<file path="config.mk">
export PLATFORM = sky130hd
export DESIGN_NAME = dma_trigger_select_overflow
export DESIGN_NICKNAME = d
export VERILOG_FILES = /design/src/trig_sel_pkg.sv /design/src/dma_trigger_select_overflow.sv
export SDC_FILE = /design/constraint.sdc
export NUM_CORES = 1
export LEC_CHECK = 0
export BUFFER_PORTS_ARGS = -buffer_cell sky130_fd_sc_hd__buf_2
export CAP_MARGIN = 20
export CELL_PAD_IN_SITES_DETAIL_PLACEMENT = 0
export CELL_PAD_IN_SITES_GLOBAL_PLACEMENT = 2
export CORE_ASPECT_RATIO = 0.9
export CORE_MARGIN = 2
export CORE_UTILIZATION = 33
export CTS_CLUSTER_DIAMETER = 100
export DETAILED_ROUTE_END_ITERATION = 6
export PLACE_DENSITY_LB_ADDON = 0.1
export SETUP_SLACK_MARGIN = 0.3
export SYNTH_ARGS = -nofsm -noshare
export SYNTH_HDL_FRONTEND = slang
export SYNTH_SLANG_ARGS = --single-unit
export TNS_END_PERCENT = 50
</file>
<file path="constraint.sdc">
create_clock -name clock -period 2.1 [get_ports clock]
set_input_delay 0.105 -clock clock [delete_from_list [all_inputs] [get_ports clock]]
set_output_delay 0.105 -clock clock [all_outputs]
set_load 0.005 [all_outputs]
</file>
<file path="src/trig_sel_pkg.sv">
// Purpose: constants for the channel trigger select and overflow block
// Assumes: 16-bit register data on a plain strobe port
// Notes: offsets are word indices on the local register port
package trig_sel_pkg;
    localparam int ADDR_W = 4;
    localparam logic [3:0] OFS_MODE = 4'h0;
    localparam logic [3:0] OFS_STATUS = 4'h1;
    localparam logic [3:0] OFS_MASK = 4'h2;
    localparam logic [3:0] OFS_CTRL = 4'h3;
    localparam int POS_SEL = 0;
    localparam int SEL_W = 5;
    localparam int POS_OVR_IE = 7;
    localparam int POS_TRIG_EN = 8;
    localparam int POS_SYNC_EN = 12;
    localparam logic [15:0] MODE_WMASK = 16'hff9f;
    localparam logic [15:0] MODE_RST = 16'h0000;
    localparam logic [4:0] SRC_NONE = 5'h00;
    localparam logic [4:0] SRC_SEQ_A = 5'h01;
    localparam logic [4:0] SRC_SEQ_B = 5'h02;
    localparam logic [4:0] SRC_EXT_FIRST = 5'h03;
    localparam logic [4:0] SRC_EXT_LAST = 5'h0a;
    localparam int POS_ST_OVR = 0;
    localparam int POS_ST_TRIG = 1;
    localparam int POS_ST_SYNC = 2;
    localparam logic [2:0] IRQ_RST = 3'h0;
    localparam int POS_CTRL_SWREQ = 0;
    localparam int POS_CTRL_SERVICED = 1;
endpackage

</file>
<file path="src/dma_trigger_select_overflow.sv">
// Purpose: trigger source select, pending flag and overflow detect of one channel
// Assumes: event inputs are pins, synchronised here; one 200 MHz clock
// Notes: status is read-to-clear; a new set wins over the clear
// Contract
// - overflow interrupt only when enable bit set
// - overflow: new trigger while pending flag set
// - pending flag holds until channel serviced
// - five-bit selector picks burst trigger source
// - only the selected source is accepted
// - sync routed only for first converter source
// - trigger enable low blocks events and software
// - routed sync honoured only with sync enable
//
// Local design decisions: the placing of the registers and the address-and-strobe port.
`timescale 1ns/10ps
module dma_trigger_select_overflow
    import trig_sel_pkg::*;
(
    input wire logic clock, // 200 MHz
    input wire logic rst_n, // async reset, active low
    input wire logic [ADDR_W-1:0] addr, // register index
    input wire logic [15:0] wdata, // write data
    input wire logic wr, // write strobe
    input wire logic rd, // read strobe
    output logic [15:0] rdata, // read data, cycle after rd
    input wire logic converter_seq_a_event, // first sequencer event pin
    input wire logic converter_seq_b_event, // second sequencer event pin
    input wire logic ext_event_line_1, // external line 1
    input wire logic ext_event_line_2, // external line 2
    input wire logic ext_event_line_3, // external line 3
    input wire logic ext_event_line_4, // external line 4
    input wire logic ext_event_line_5, // external line 5
    input wire logic ext_event_line_6, // external line 6
    input wire logic ext_event_line_7, // external line 7
    input wire logic ext_event_line_13, // external line 13
    input wire logic converter_sync_signal, // converter sync pin
    input wire logic serviced, // engine has serviced pending trigger
    output logic trigger_pending_flag, // latched trigger awaiting service
    output logic sync_event, // one-cycle routed sync pulse
    output logic irq // level interrupt
);
    // ****************************************
    // reset release
    // ****************************************
    // the pin may rise at any point of the cycle; release through two
    // flops so every register leaves reset on the same clean edge
    logic rst_s1_q, rst_s1_d;
    logic rst_s2_q, rst_s2_d;
    logic rst_i_n;
    always_comb begin
        rst_s1_d = 1'b1;
        rst_s2_d = rst_s1_q;
    end
    always_ff @(posedge clock or negedge rst_n) begin
        if (!rst_n) begin
            rst_s1_q <= 1'b0;
            rst_s2_q <= 1'b0;
        end else begin
            rst_s1_q <= rst_s1_d;
            rst_s2_q <= rst_s2_d;
        end
    end
    assign rst_i_n = rst_s2_q;

    // ****************************************
    // event pin synchronisers
    // ****************************************
    localparam int PIN_N = 11;
    localparam int PIN_SEQ_A = 0;
    localparam int PIN_SEQ_B = 1;
    localparam int PIN_EXT_BASE = 2;
    localparam int PIN_SYNC = 10;
    logic [PIN_N-1:0] pins;
    assign pins = {converter_sync_signal, ext_event_line_13, ext_event_line_7,
                   ext_event_line_6, ext_event_line_5, ext_event_line_4,
                   ext_event_line_3, ext_event_line_2, ext_event_line_1,
                   converter_seq_b_event, converter_seq_a_event};
    // two flops against metastability; the third only keeps the last
    // settled level for the edge detector
    // limitation: a pin must stay low one cycle between events
    logic [PIN_N-1:0] s1_q, s1_d;
    logic [PIN_N-1:0] s2_q, s2_d;
    logic [PIN_N-1:0] s3_q, s3_d;
    always_comb begin
        s1_d = pins;
        s2_d = s1_q;
        s3_d = s2_q;
    end
    always_ff @(posedge clock or negedge rst_i_n) begin
        if (!rst_i_n) begin
            s1_q <= '0;
            s2_q <= '0;
            s3_q <= '0;
        end else begin
            s1_q <= s1_d;
            s2_q <= s2_d;
            s3_q <= s3_d;
        end
    end
    // flops clear to the idle pin level, so no false edge after reset
    logic [PIN_N-1:0] rise;
    assign rise = s2_q & ~s3_q;

    // ****************************************
    // decode helpers
    // ****************************************
    // one access of the given kind at the given register index
    function automatic logic reg_hit(
        input logic strobe,
        input logic [ADDR_W-1:0] index,
        input logic [ADDR_W-1:0] ofs
    );
        return strobe && (index == ofs);
    endfunction

    // external codes map in order onto the external pins
    function automatic logic ext_pick(
        input logic [SEL_W-1:0] code,
        input logic [PIN_N-1:0] edges
    );
        logic [2:0] slot;
        slot = 3'(code - SRC_EXT_FIRST);
        return edges[PIN_EXT_BASE + int'(slot)];
    endfunction

    // ****************************************
    // mode fields and access decode
    // ****************************************
    logic [SEL_W-1:0] sel;
    logic trig_en;
    logic sync_en;
    logic ovr_ie;
    logic wr_mode;
    logic wr_mask;
    logic wr_ctrl;
    logic rd_status;
    logic [15:0] mode_q, mode_d;
    assign sel = mode_q[POS_SEL +: SEL_W];
    assign trig_en = mode_q[POS_TRIG_EN];
    assign sync_en = mode_q[POS_SYNC_EN];
    assign ovr_ie = mode_q[POS_OVR_IE];
    assign wr_mode = reg_hit(wr, addr, OFS_MODE);
    assign wr_mask = reg_hit(wr, addr, OFS_MASK);
    assign wr_ctrl = reg_hit(wr, addr, OFS_CTRL);
    assign rd_status = reg_hit(rd, addr, OFS_STATUS);

    // ****************************************
    // mode register
    // ****************************************
    // reserved bits are never stored, so they always read back as zero
    always_comb begin
        mode_d = mode_q;
        if (wr_mode) begin
            mode_d = wdata & MODE_WMASK;
        end
    end
    always_ff @(posedge clock or negedge rst_i_n) begin
        if (!rst_i_n) begin
            mode_q <= MODE_RST;
        end else begin
            mode_q <= mode_d;
        end
    end

    // ****************************************
    // interrupt mask
    // ****************************************
    // bits line up with the status bits
    logic [2:0] mask_q, mask_d;
    always_comb begin
        mask_d = mask_q;
        if (wr_mask) begin
            mask_d = wdata[2:0];
        end
    end
    always_ff @(posedge clock or negedge rst_i_n) begin
        if (!rst_i_n) begin
            mask_q <= IRQ_RST;
        end else begin
            mask_q <= mask_d;
        end
    end

    // ****************************************
    // trigger selection
    // ****************************************
    logic sel_event;
    logic sw_req;
    logic svc_wr;
    logic trig;
    logic ovr;
    logic sync_hit;
    logic pend_q, pend_d;
    always_comb begin
        sel_event = 1'b0;
        unique case (sel)
            SRC_NONE: sel_event = 1'b0;
            SRC_SEQ_A: sel_event = rise[PIN_SEQ_A];
            SRC_SEQ_B: sel_event = rise[PIN_SEQ_B];
            default: begin
                // codes beyond the external range stand for sources not built here
                if (sel >= SRC_EXT_FIRST && sel <= SRC_EXT_LAST) begin
                    sel_event = ext_pick(sel, rise);
                end
            end
        endcase
    end
    assign sw_req = wr_ctrl && wdata[POS_CTRL_SWREQ];
    assign svc_wr = wr_ctrl && wdata[POS_CTRL_SERVICED];
    // software requests pass the same enable as pin events
    assign trig = trig_en && (sel_event || sw_req);
    assign ovr = trig && pend_q;
    assign sync_hit = (sel == SRC_SEQ_A) && sync_en && rise[PIN_SYNC];

    // ****************************************
    // trigger pending flag
    // ****************************************
    always_comb begin
        pend_d = pend_q;
        if (serviced || svc_wr) begin
            pend_d = 1'b0;
        end
        // a fresh trigger wins over the clear; an overflow only keeps
        // the flag, so at most one unserviced trigger is ever held
        if (trig) begin
            pend_d = 1'b1;
        end
    end
    always_ff @(posedge clock or negedge rst_i_n) begin
        if (!rst_i_n) begin
            pend_q <= 1'b0;
        end else begin
            pend_q <= pend_d;
        end
    end

    // ****************************************
    // sticky status, cleared by a read
    // ****************************************
    logic [2:0] status_q, status_d;
    always_comb begin
        status_d = status_q;
        if (rd_status) begin
            status_d = IRQ_RST;
        end
        // sets come after the clear so an event in the reading cycle survives
        if (ovr && ovr_ie) begin
            status_d[POS_ST_OVR] = 1'b1;
        end
        if (trig) begin
            status_d[POS_ST_TRIG] = 1'b1;
        end
        if (sync_hit) begin
            status_d[POS_ST_SYNC] = 1'b1;
        end
    end
    always_ff @(posedge clock or negedge rst_i_n) begin
        if (!rst_i_n) begin
            status_q <= IRQ_RST;
        end else begin
            status_q <= status_d;
        end
    end

    // ****************************************
    // read data, valid only in the cycle after the strobe
    // ****************************************
    logic [15:0] rdata_q, rdata_d;
    always_comb begin
        rdata_d = 16'h0000;
        if (rd) begin
            unique case (addr)
                OFS_MODE: rdata_d = mode_q;
                OFS_STATUS: rdata_d = {13'h0000, status_q};
                OFS_MASK: rdata_d = {13'h0000, mask_q};
                OFS_CTRL: rdata_d = {14'h0000, pend_q, 1'b0};
                default: rdata_d = 16'h0000;
            endcase
        end
    end
    always_ff @(posedge clock or negedge rst_i_n) begin
        if (!rst_i_n) begin
            rdata_q <= 16'h0000;
        end else begin
            rdata_q <= rdata_d;
        end
    end

    // ****************************************
    // routed sync pulse
    // ****************************************
    // one cycle after the hit, in step with the status bit it sets
    logic sync_q, sync_d;
    always_comb begin
        sync_d = sync_hit;
    end
    always_ff @(posedge clock or negedge rst_i_n) begin
        if (!rst_i_n) begin
            sync_q <= 1'b0;
        end else begin
            sync_q <= sync_d;
        end
    end

    // ****************************************
    // outputs
    // ****************************************
    // irq follows registered status and mask only, no bus path reaches it
    assign rdata = rdata_q;
    assign trigger_pending_flag = pend_q;
    assign sync_event = sync_q;
    assign irq = |(status_q & mask_q);
endmodule

</file>
Word level (Yosys, flattened, before mapping):

Cells that the tools add are included.

* add/sub/neg operators: 2
* multiply operators: 0
* divide/modulo/power cells: 0
* order comparisons: 3
* eq/ne operators: 5
* shift operators: 0
* mux-type cells: 13
* bitwise gates (word level): 3
* reductions and logical operators: 21

Operators with widths (number)
* $pmux W16 S4: 1
* $mux W16: 1
* $logic_and A1 B1 Y1: 12
* $and A11 B11 Y11: 1
* $not A11 Y11: 1
* $eq A4 B2 Y1 const B: 2
* $mux W1: 8
* $reduce_bool A2 Y1: 4
* $eq A5 B1 Y1 const B: 1
* $eq A5 B2 Y1 const B: 1
* $ge A5 B2 Y1 const B: 1
* $le A5 B4 Y1 const B: 1
* $logic_not A5 Y1: 1
* $lt A4 B5 Y1 const B: 1
* $add A2 B3 Y4 const A: 1
* $bmux W1 S4: 1
* $eq A4 B1 Y1 const B: 1
* $logic_not A4 Y1: 1
* $and A3 B3 Y3: 1
* $mux W3: 1
* $pmux W1 S3: 1
* $reduce_or A3 Y1: 1
* $sub A3 B2 Y3 const B: 1
* $logic_or A1 B1 Y1: 2

* register bits after elaboration: 73
* bits in latches: 0
* memory bits (writable): 0
* bits in read-only memories: 0
* input bits: 36
* output and inout port bits: 19
* word-level logic and storage cells: 60
* memories: 0

Longest topological paths before layout:

* depth after elaboration: 12
* depth in mapped cells: 8
* depth with buffers taken out: 7

Least setup slack after synthesis:

No wires, ideal clock.

* path type: reg2reg
* start point: register mode_q[0]
* end point: register status_q[0]
* setup time: 0.126 ns
* arrival time: 1.919 ns
* data required time: 1.974 ns
* path slack: 0.054 ns
* stages on the path, launching flop included: 8
* buffers on the path: 1
* period minus slack after synthesis: 2.046 ns
* cell sequence: dfrtp_1 buf_6 inv_1 ha_1 ha_1 or3_1 a41oi_2 o21ai_1

* longest elaborated chain between the ends: 12
* elaborated cells on any way between the ends: 19
* those cells by class: add/sub: 2; order compare: 2; eq/ne: 2; mux: 6; reduce/logical: 7

Ends and longest elaborated chain
* start: declaration: RTL line dma_trigger_select_overflow.sv:137 `logic [15:0] mode_q, mode_d;`
* start signal: assignment: RTL line dma_trigger_select_overflow.sv:161 `mode_q <= mode_d;`
* $sub A3 B2 Y3: RTL line dma_trigger_select_overflow.sv:122 `slot = 3'(code - SRC_EXT_FIRST);`
* $add A2 B3 Y4: RTL line dma_trigger_select_overflow.sv:123 `return edges[PIN_EXT_BASE + int'(slot)];`
* $bmux W1 S4: RTL line dma_trigger_select_overflow.sv:123
* $mux W1 (implied by the code) (2 in a row): RTL line dma_trigger_select_overflow.sv:123
* $mux W1: RTL line dma_trigger_select_overflow.sv:202 `if (sel >= SRC_EXT_FIRST && sel <= SRC_EXT_LAST) begin`
* $pmux W1 S3 (*): RTL line dma_trigger_select_overflow.sv:196 `unique case (sel)`
* $logic_or A1 B1 Y1 (*): RTL line dma_trigger_select_overflow.sv:211 `assign trig = trig_en && (sel_event || sw_req);`
* $logic_and A1 B1 Y1 (*): RTL line dma_trigger_select_overflow.sv:211
* $logic_and A1 B1 Y1 (*): RTL line dma_trigger_select_overflow.sv:212 `assign ovr = trig && pend_q;`
* $logic_and A1 B1 Y1 (*): RTL line dma_trigger_select_overflow.sv:247 `if (ovr && ovr_ie) begin`
* $mux W1 / $reduce_bool A2 Y1 (equally long branches)
* end signal: assignment: RTL line dma_trigger_select_overflow.sv:261 `status_q <= status_d;`
* end: declaration: RTL line dma_trigger_select_overflow.sv:240 `logic [2:0] status_q, status_d;`

Mark *: on every way between the ends. The rest lies on a longest branch, timed or not. The select of a mux whose other input is x is not followed.
A chain may end at the register's enable or synchronous reset.

Worst setup path after layout:

Ends and elaborated chain as after synthesis.

==> results.md <==
* Via density at 4.53
* Number of diodes at 0
* Die H at 87.9 um
* CP max stage delay at 430 ps
* Worst Path Max Fanout at 4
* WP data arrival at 2170 ps
* RSZ-0062 raised after global routing: true
* Initial DRC Count at 60
* Inserted Clock Buffers at 9
* WP data required at 2320 ps
* CTS tree: yes
* Max_cap viols at 0
* Worst Path Class, Setup: flip-flop to flip-flop
* Syn avg cell area at 14.7 um^2
* Critical-path top delay cell: dfrtp_1
* Worst-path cell chain: ha_2, xnor2_2, ha_1, or3_1, a41oi_2, o21ai_1
* Total track usage at 13.6%
* Max Freq at 511 MHz
* Area occupied by registers at 1780 um^2
* Worst skew pair latency at 340 ps
* Post-Route Utilization at 45.5%
* FP Rows at 30
* Largest net degree at the start of global routing at 30
* # DRC at 0
* Type of destination of the critical path: flip-flop
* Post-synth EDFFs at 0
* Vias in the first global route at 1753
* Starting Density at 34.2%
* Routed length per instance at 14.2 um
* Ranking of synthesized cells by area: dfrtp_1 69%, mux2_1 4.4%, mux2_2 3.1%
* Flops & latches, synth at 71
* Cell taking the most area after synthesis: dfrtp_1
* Tcrit/Tclk final at 93.1%
* Final #Nets at 306
* Worst Max-Slew Pin Slew at 614 ps
* Final WS setup at 145 ps
* Max H-tree Level at 3
* Placer Congestion at 0.801
* Core area at 7540 um^2
* Clock Sinks at 71
* Most numerous cell in the Yosys netlist: dfrtp_1
* Total number of vias at 1659
* I/O pin cnt at 55
* Footprint of the multi-input gates at 777 um^2
* Layout cells sized above 1 at 34.1%
* Worst Hold Class: input port to flip-flop
* Post-synth top area share at 68.9%
* Area of the die at 8540 um^2
* Final WL at 5180 um
* Placed Area at 2990 um^2
* Die Wd at 97.2 um
* Setup TNS at 0 ps
* Post-DP HPWL at 3680 um
* Max-slew headroom at 59.1%
* Dpl ws at 1.47 ps
* Number of setup violations in the final report at 0
* Final Hold Fails at 0
* Mapped Area at 2580 um^2
* Crit path time final at 1960 ps
* Bufs and invs on worst path at 0
* Leak at 0.00165 uW
* Root buffer cell: clkbuf_8
* Fill cell count at 694
* Synth-to-layout area growth at 33.2%
* Pins Over Slew Limit at 0
* Cell area after layout at 3440 um^2
* Post-Synthesis Cells at 176
* Crit path max-delay family: adder cells
* Yosys cell types at 39
* Max Clock Skew at 7.62 ps
* Status: finished clean
* Ys async rst share at 100%
* Initial antenna violation count at 0
* First-pass detailed-route iteration total at 4
* Top cells by count, synth: 71 x dfrtp_1, 10 x and2_1, 10 x mux2_1, 10 x nor2b_1, 8 x nor2_1
* Reg clk slew, reported paths at 70 ps
* Worst ir drop on vdd at 0.496 mV
* Hold Slack at 36.2 ps
* Synth Warn # at 0
* Top FF cell, synth: dfrtp_1
* Routed Antenna Nets at 0
* Worst setup SP type: flip-flop
* Seq/Total Area, Yosys at 68.9%
* First-pass GRT wire length at 8710 um
* Remaining Overflow, GRT at 0
* Port Buf Inserts at 50
* Power per cell area at 915 nW/um^2
* Maximum clock path buffer count at 2
-- report_power, final --
part / internal [uW] / leakage (uW) / switching, uW
clock network: 458 / 0.0000853 / 490
logic: 313 / 0.000691 / 253
registers: 1510 / 0.000876 / 118
-- flip-flops by register name, indices dropped and copies added, names as in the netlist, 3 cells and up --
register / count
mask_q: 3
mode_q: 14
status_q: 3
rdata: 14
s1_q: 11
s3_q: 11
s2_q: 11
-- metal layers --
metal	share of wire (%)	GRT usage [%]	vias to the layer above
li1	-	-	781
met1	45	16.8	832
met2	48	21.7	41
met3	5.5	5.91	5
met4	1.4	4.61	0
met5	0	0	-
-- logic make-up (layout without fill, tap and decap cells) --
group                      count (synthesis)  in the layout  synth area share, %
DFF                                       71             71                 68.9
and+or+nand+nor                           47             47                 10.3
muxes                                     21             21                 9.94
AOI/OAI and AO/OA                         19             19                 5.63
buffers and inverters                     10            103                 2.23
adders and majority gates                  5              5                 2.42
other                                      2              3                0.291
xor gates and xnor gates                   1              1                0.340
-- repair_timing --
item,CTS,global route
setup endpoints to repair,3,3
hold endpoints to repair,25,0
hold buffers,24,0
resized for setup,6,0
pin swaps,3,0
buffers inserted,1,0
-- final timing paths --
check | from | slack (ps) | endpoint | depth (start not counted)
max | mode_q[0] | 140 | status_q[0] | 6
min reg2reg | rst_i_n | 290 | mode_q[11] | 0
max reg2reg | mode_q[0] | 140 | status_q[0] | 6
max in group asynchronous | rst_i_n | 1150 | sync_event | 1
min | serviced | 40 | trigger_pending_flag | 3
min in group asynchronous | rst_n | 70 | rst_i_n | 2
-- layout by cell type (no fill, tap or decap), types with 2 or more instances in the layout --
cell type | netlist | layout
inv_2 | 0 | 2
o21ai_1 | 3 | 3
clkinv_2 | 0 | 2
nand3_1 | 4 | 4
mux4_2 | 2 | 2
a21oi_1 | 3 | 3
and2_1 | 10 | 10
mux2i_1 | 2 | 2
dfrtp_1 | 71 | 70
buf_4 | 3 | 8
nor2_1 | 8 | 8
nor3_1 | 4 | 4
mux2_1 | 10 | 10
inv_1 | 4 | 2
buf_2 | 1 | 50
clkinvlp_4 | 0 | 2
a221oi_1 | 2 | 2
mux2_2 | 7 | 7
nand2_1 | 4 | 4
dlygate4sd3_1 | 0 | 24
clkbuf_8 | 0 | 10
and3_1 | 2 | 2
ha_1 | 5 | 3
conb_1 | 2 | 3
nor2b_1 | 10 | 10
-- worst register-to-register path: cells and delay by family, from the launching register on --
family	cells	cell delay (ps)
fa+ha+maj	2	520
flops	1	430
simple gates	1	400
compound gates	2	350
xor+xnor	1	140
-- through the flow --
stage                     std cells  power [uW]
after floorplan                 177        1960
after global placement          325        2120
after detailed placement        325        2150
after CTS                       366        3190
after global routing            366        3350
final                           366        3140
-- layout make-up --
cell class                 count  area share (%)
inverter                       4           0.437
timing repair buffer          83            16.6
multi-input combinational     96            22.6
tap                           96            3.50
clock inverter                 5           0.983
sequential                    71            51.7
clock buffer                  11            4.12
No activity file was read; power rests on OpenSTA's default activity.
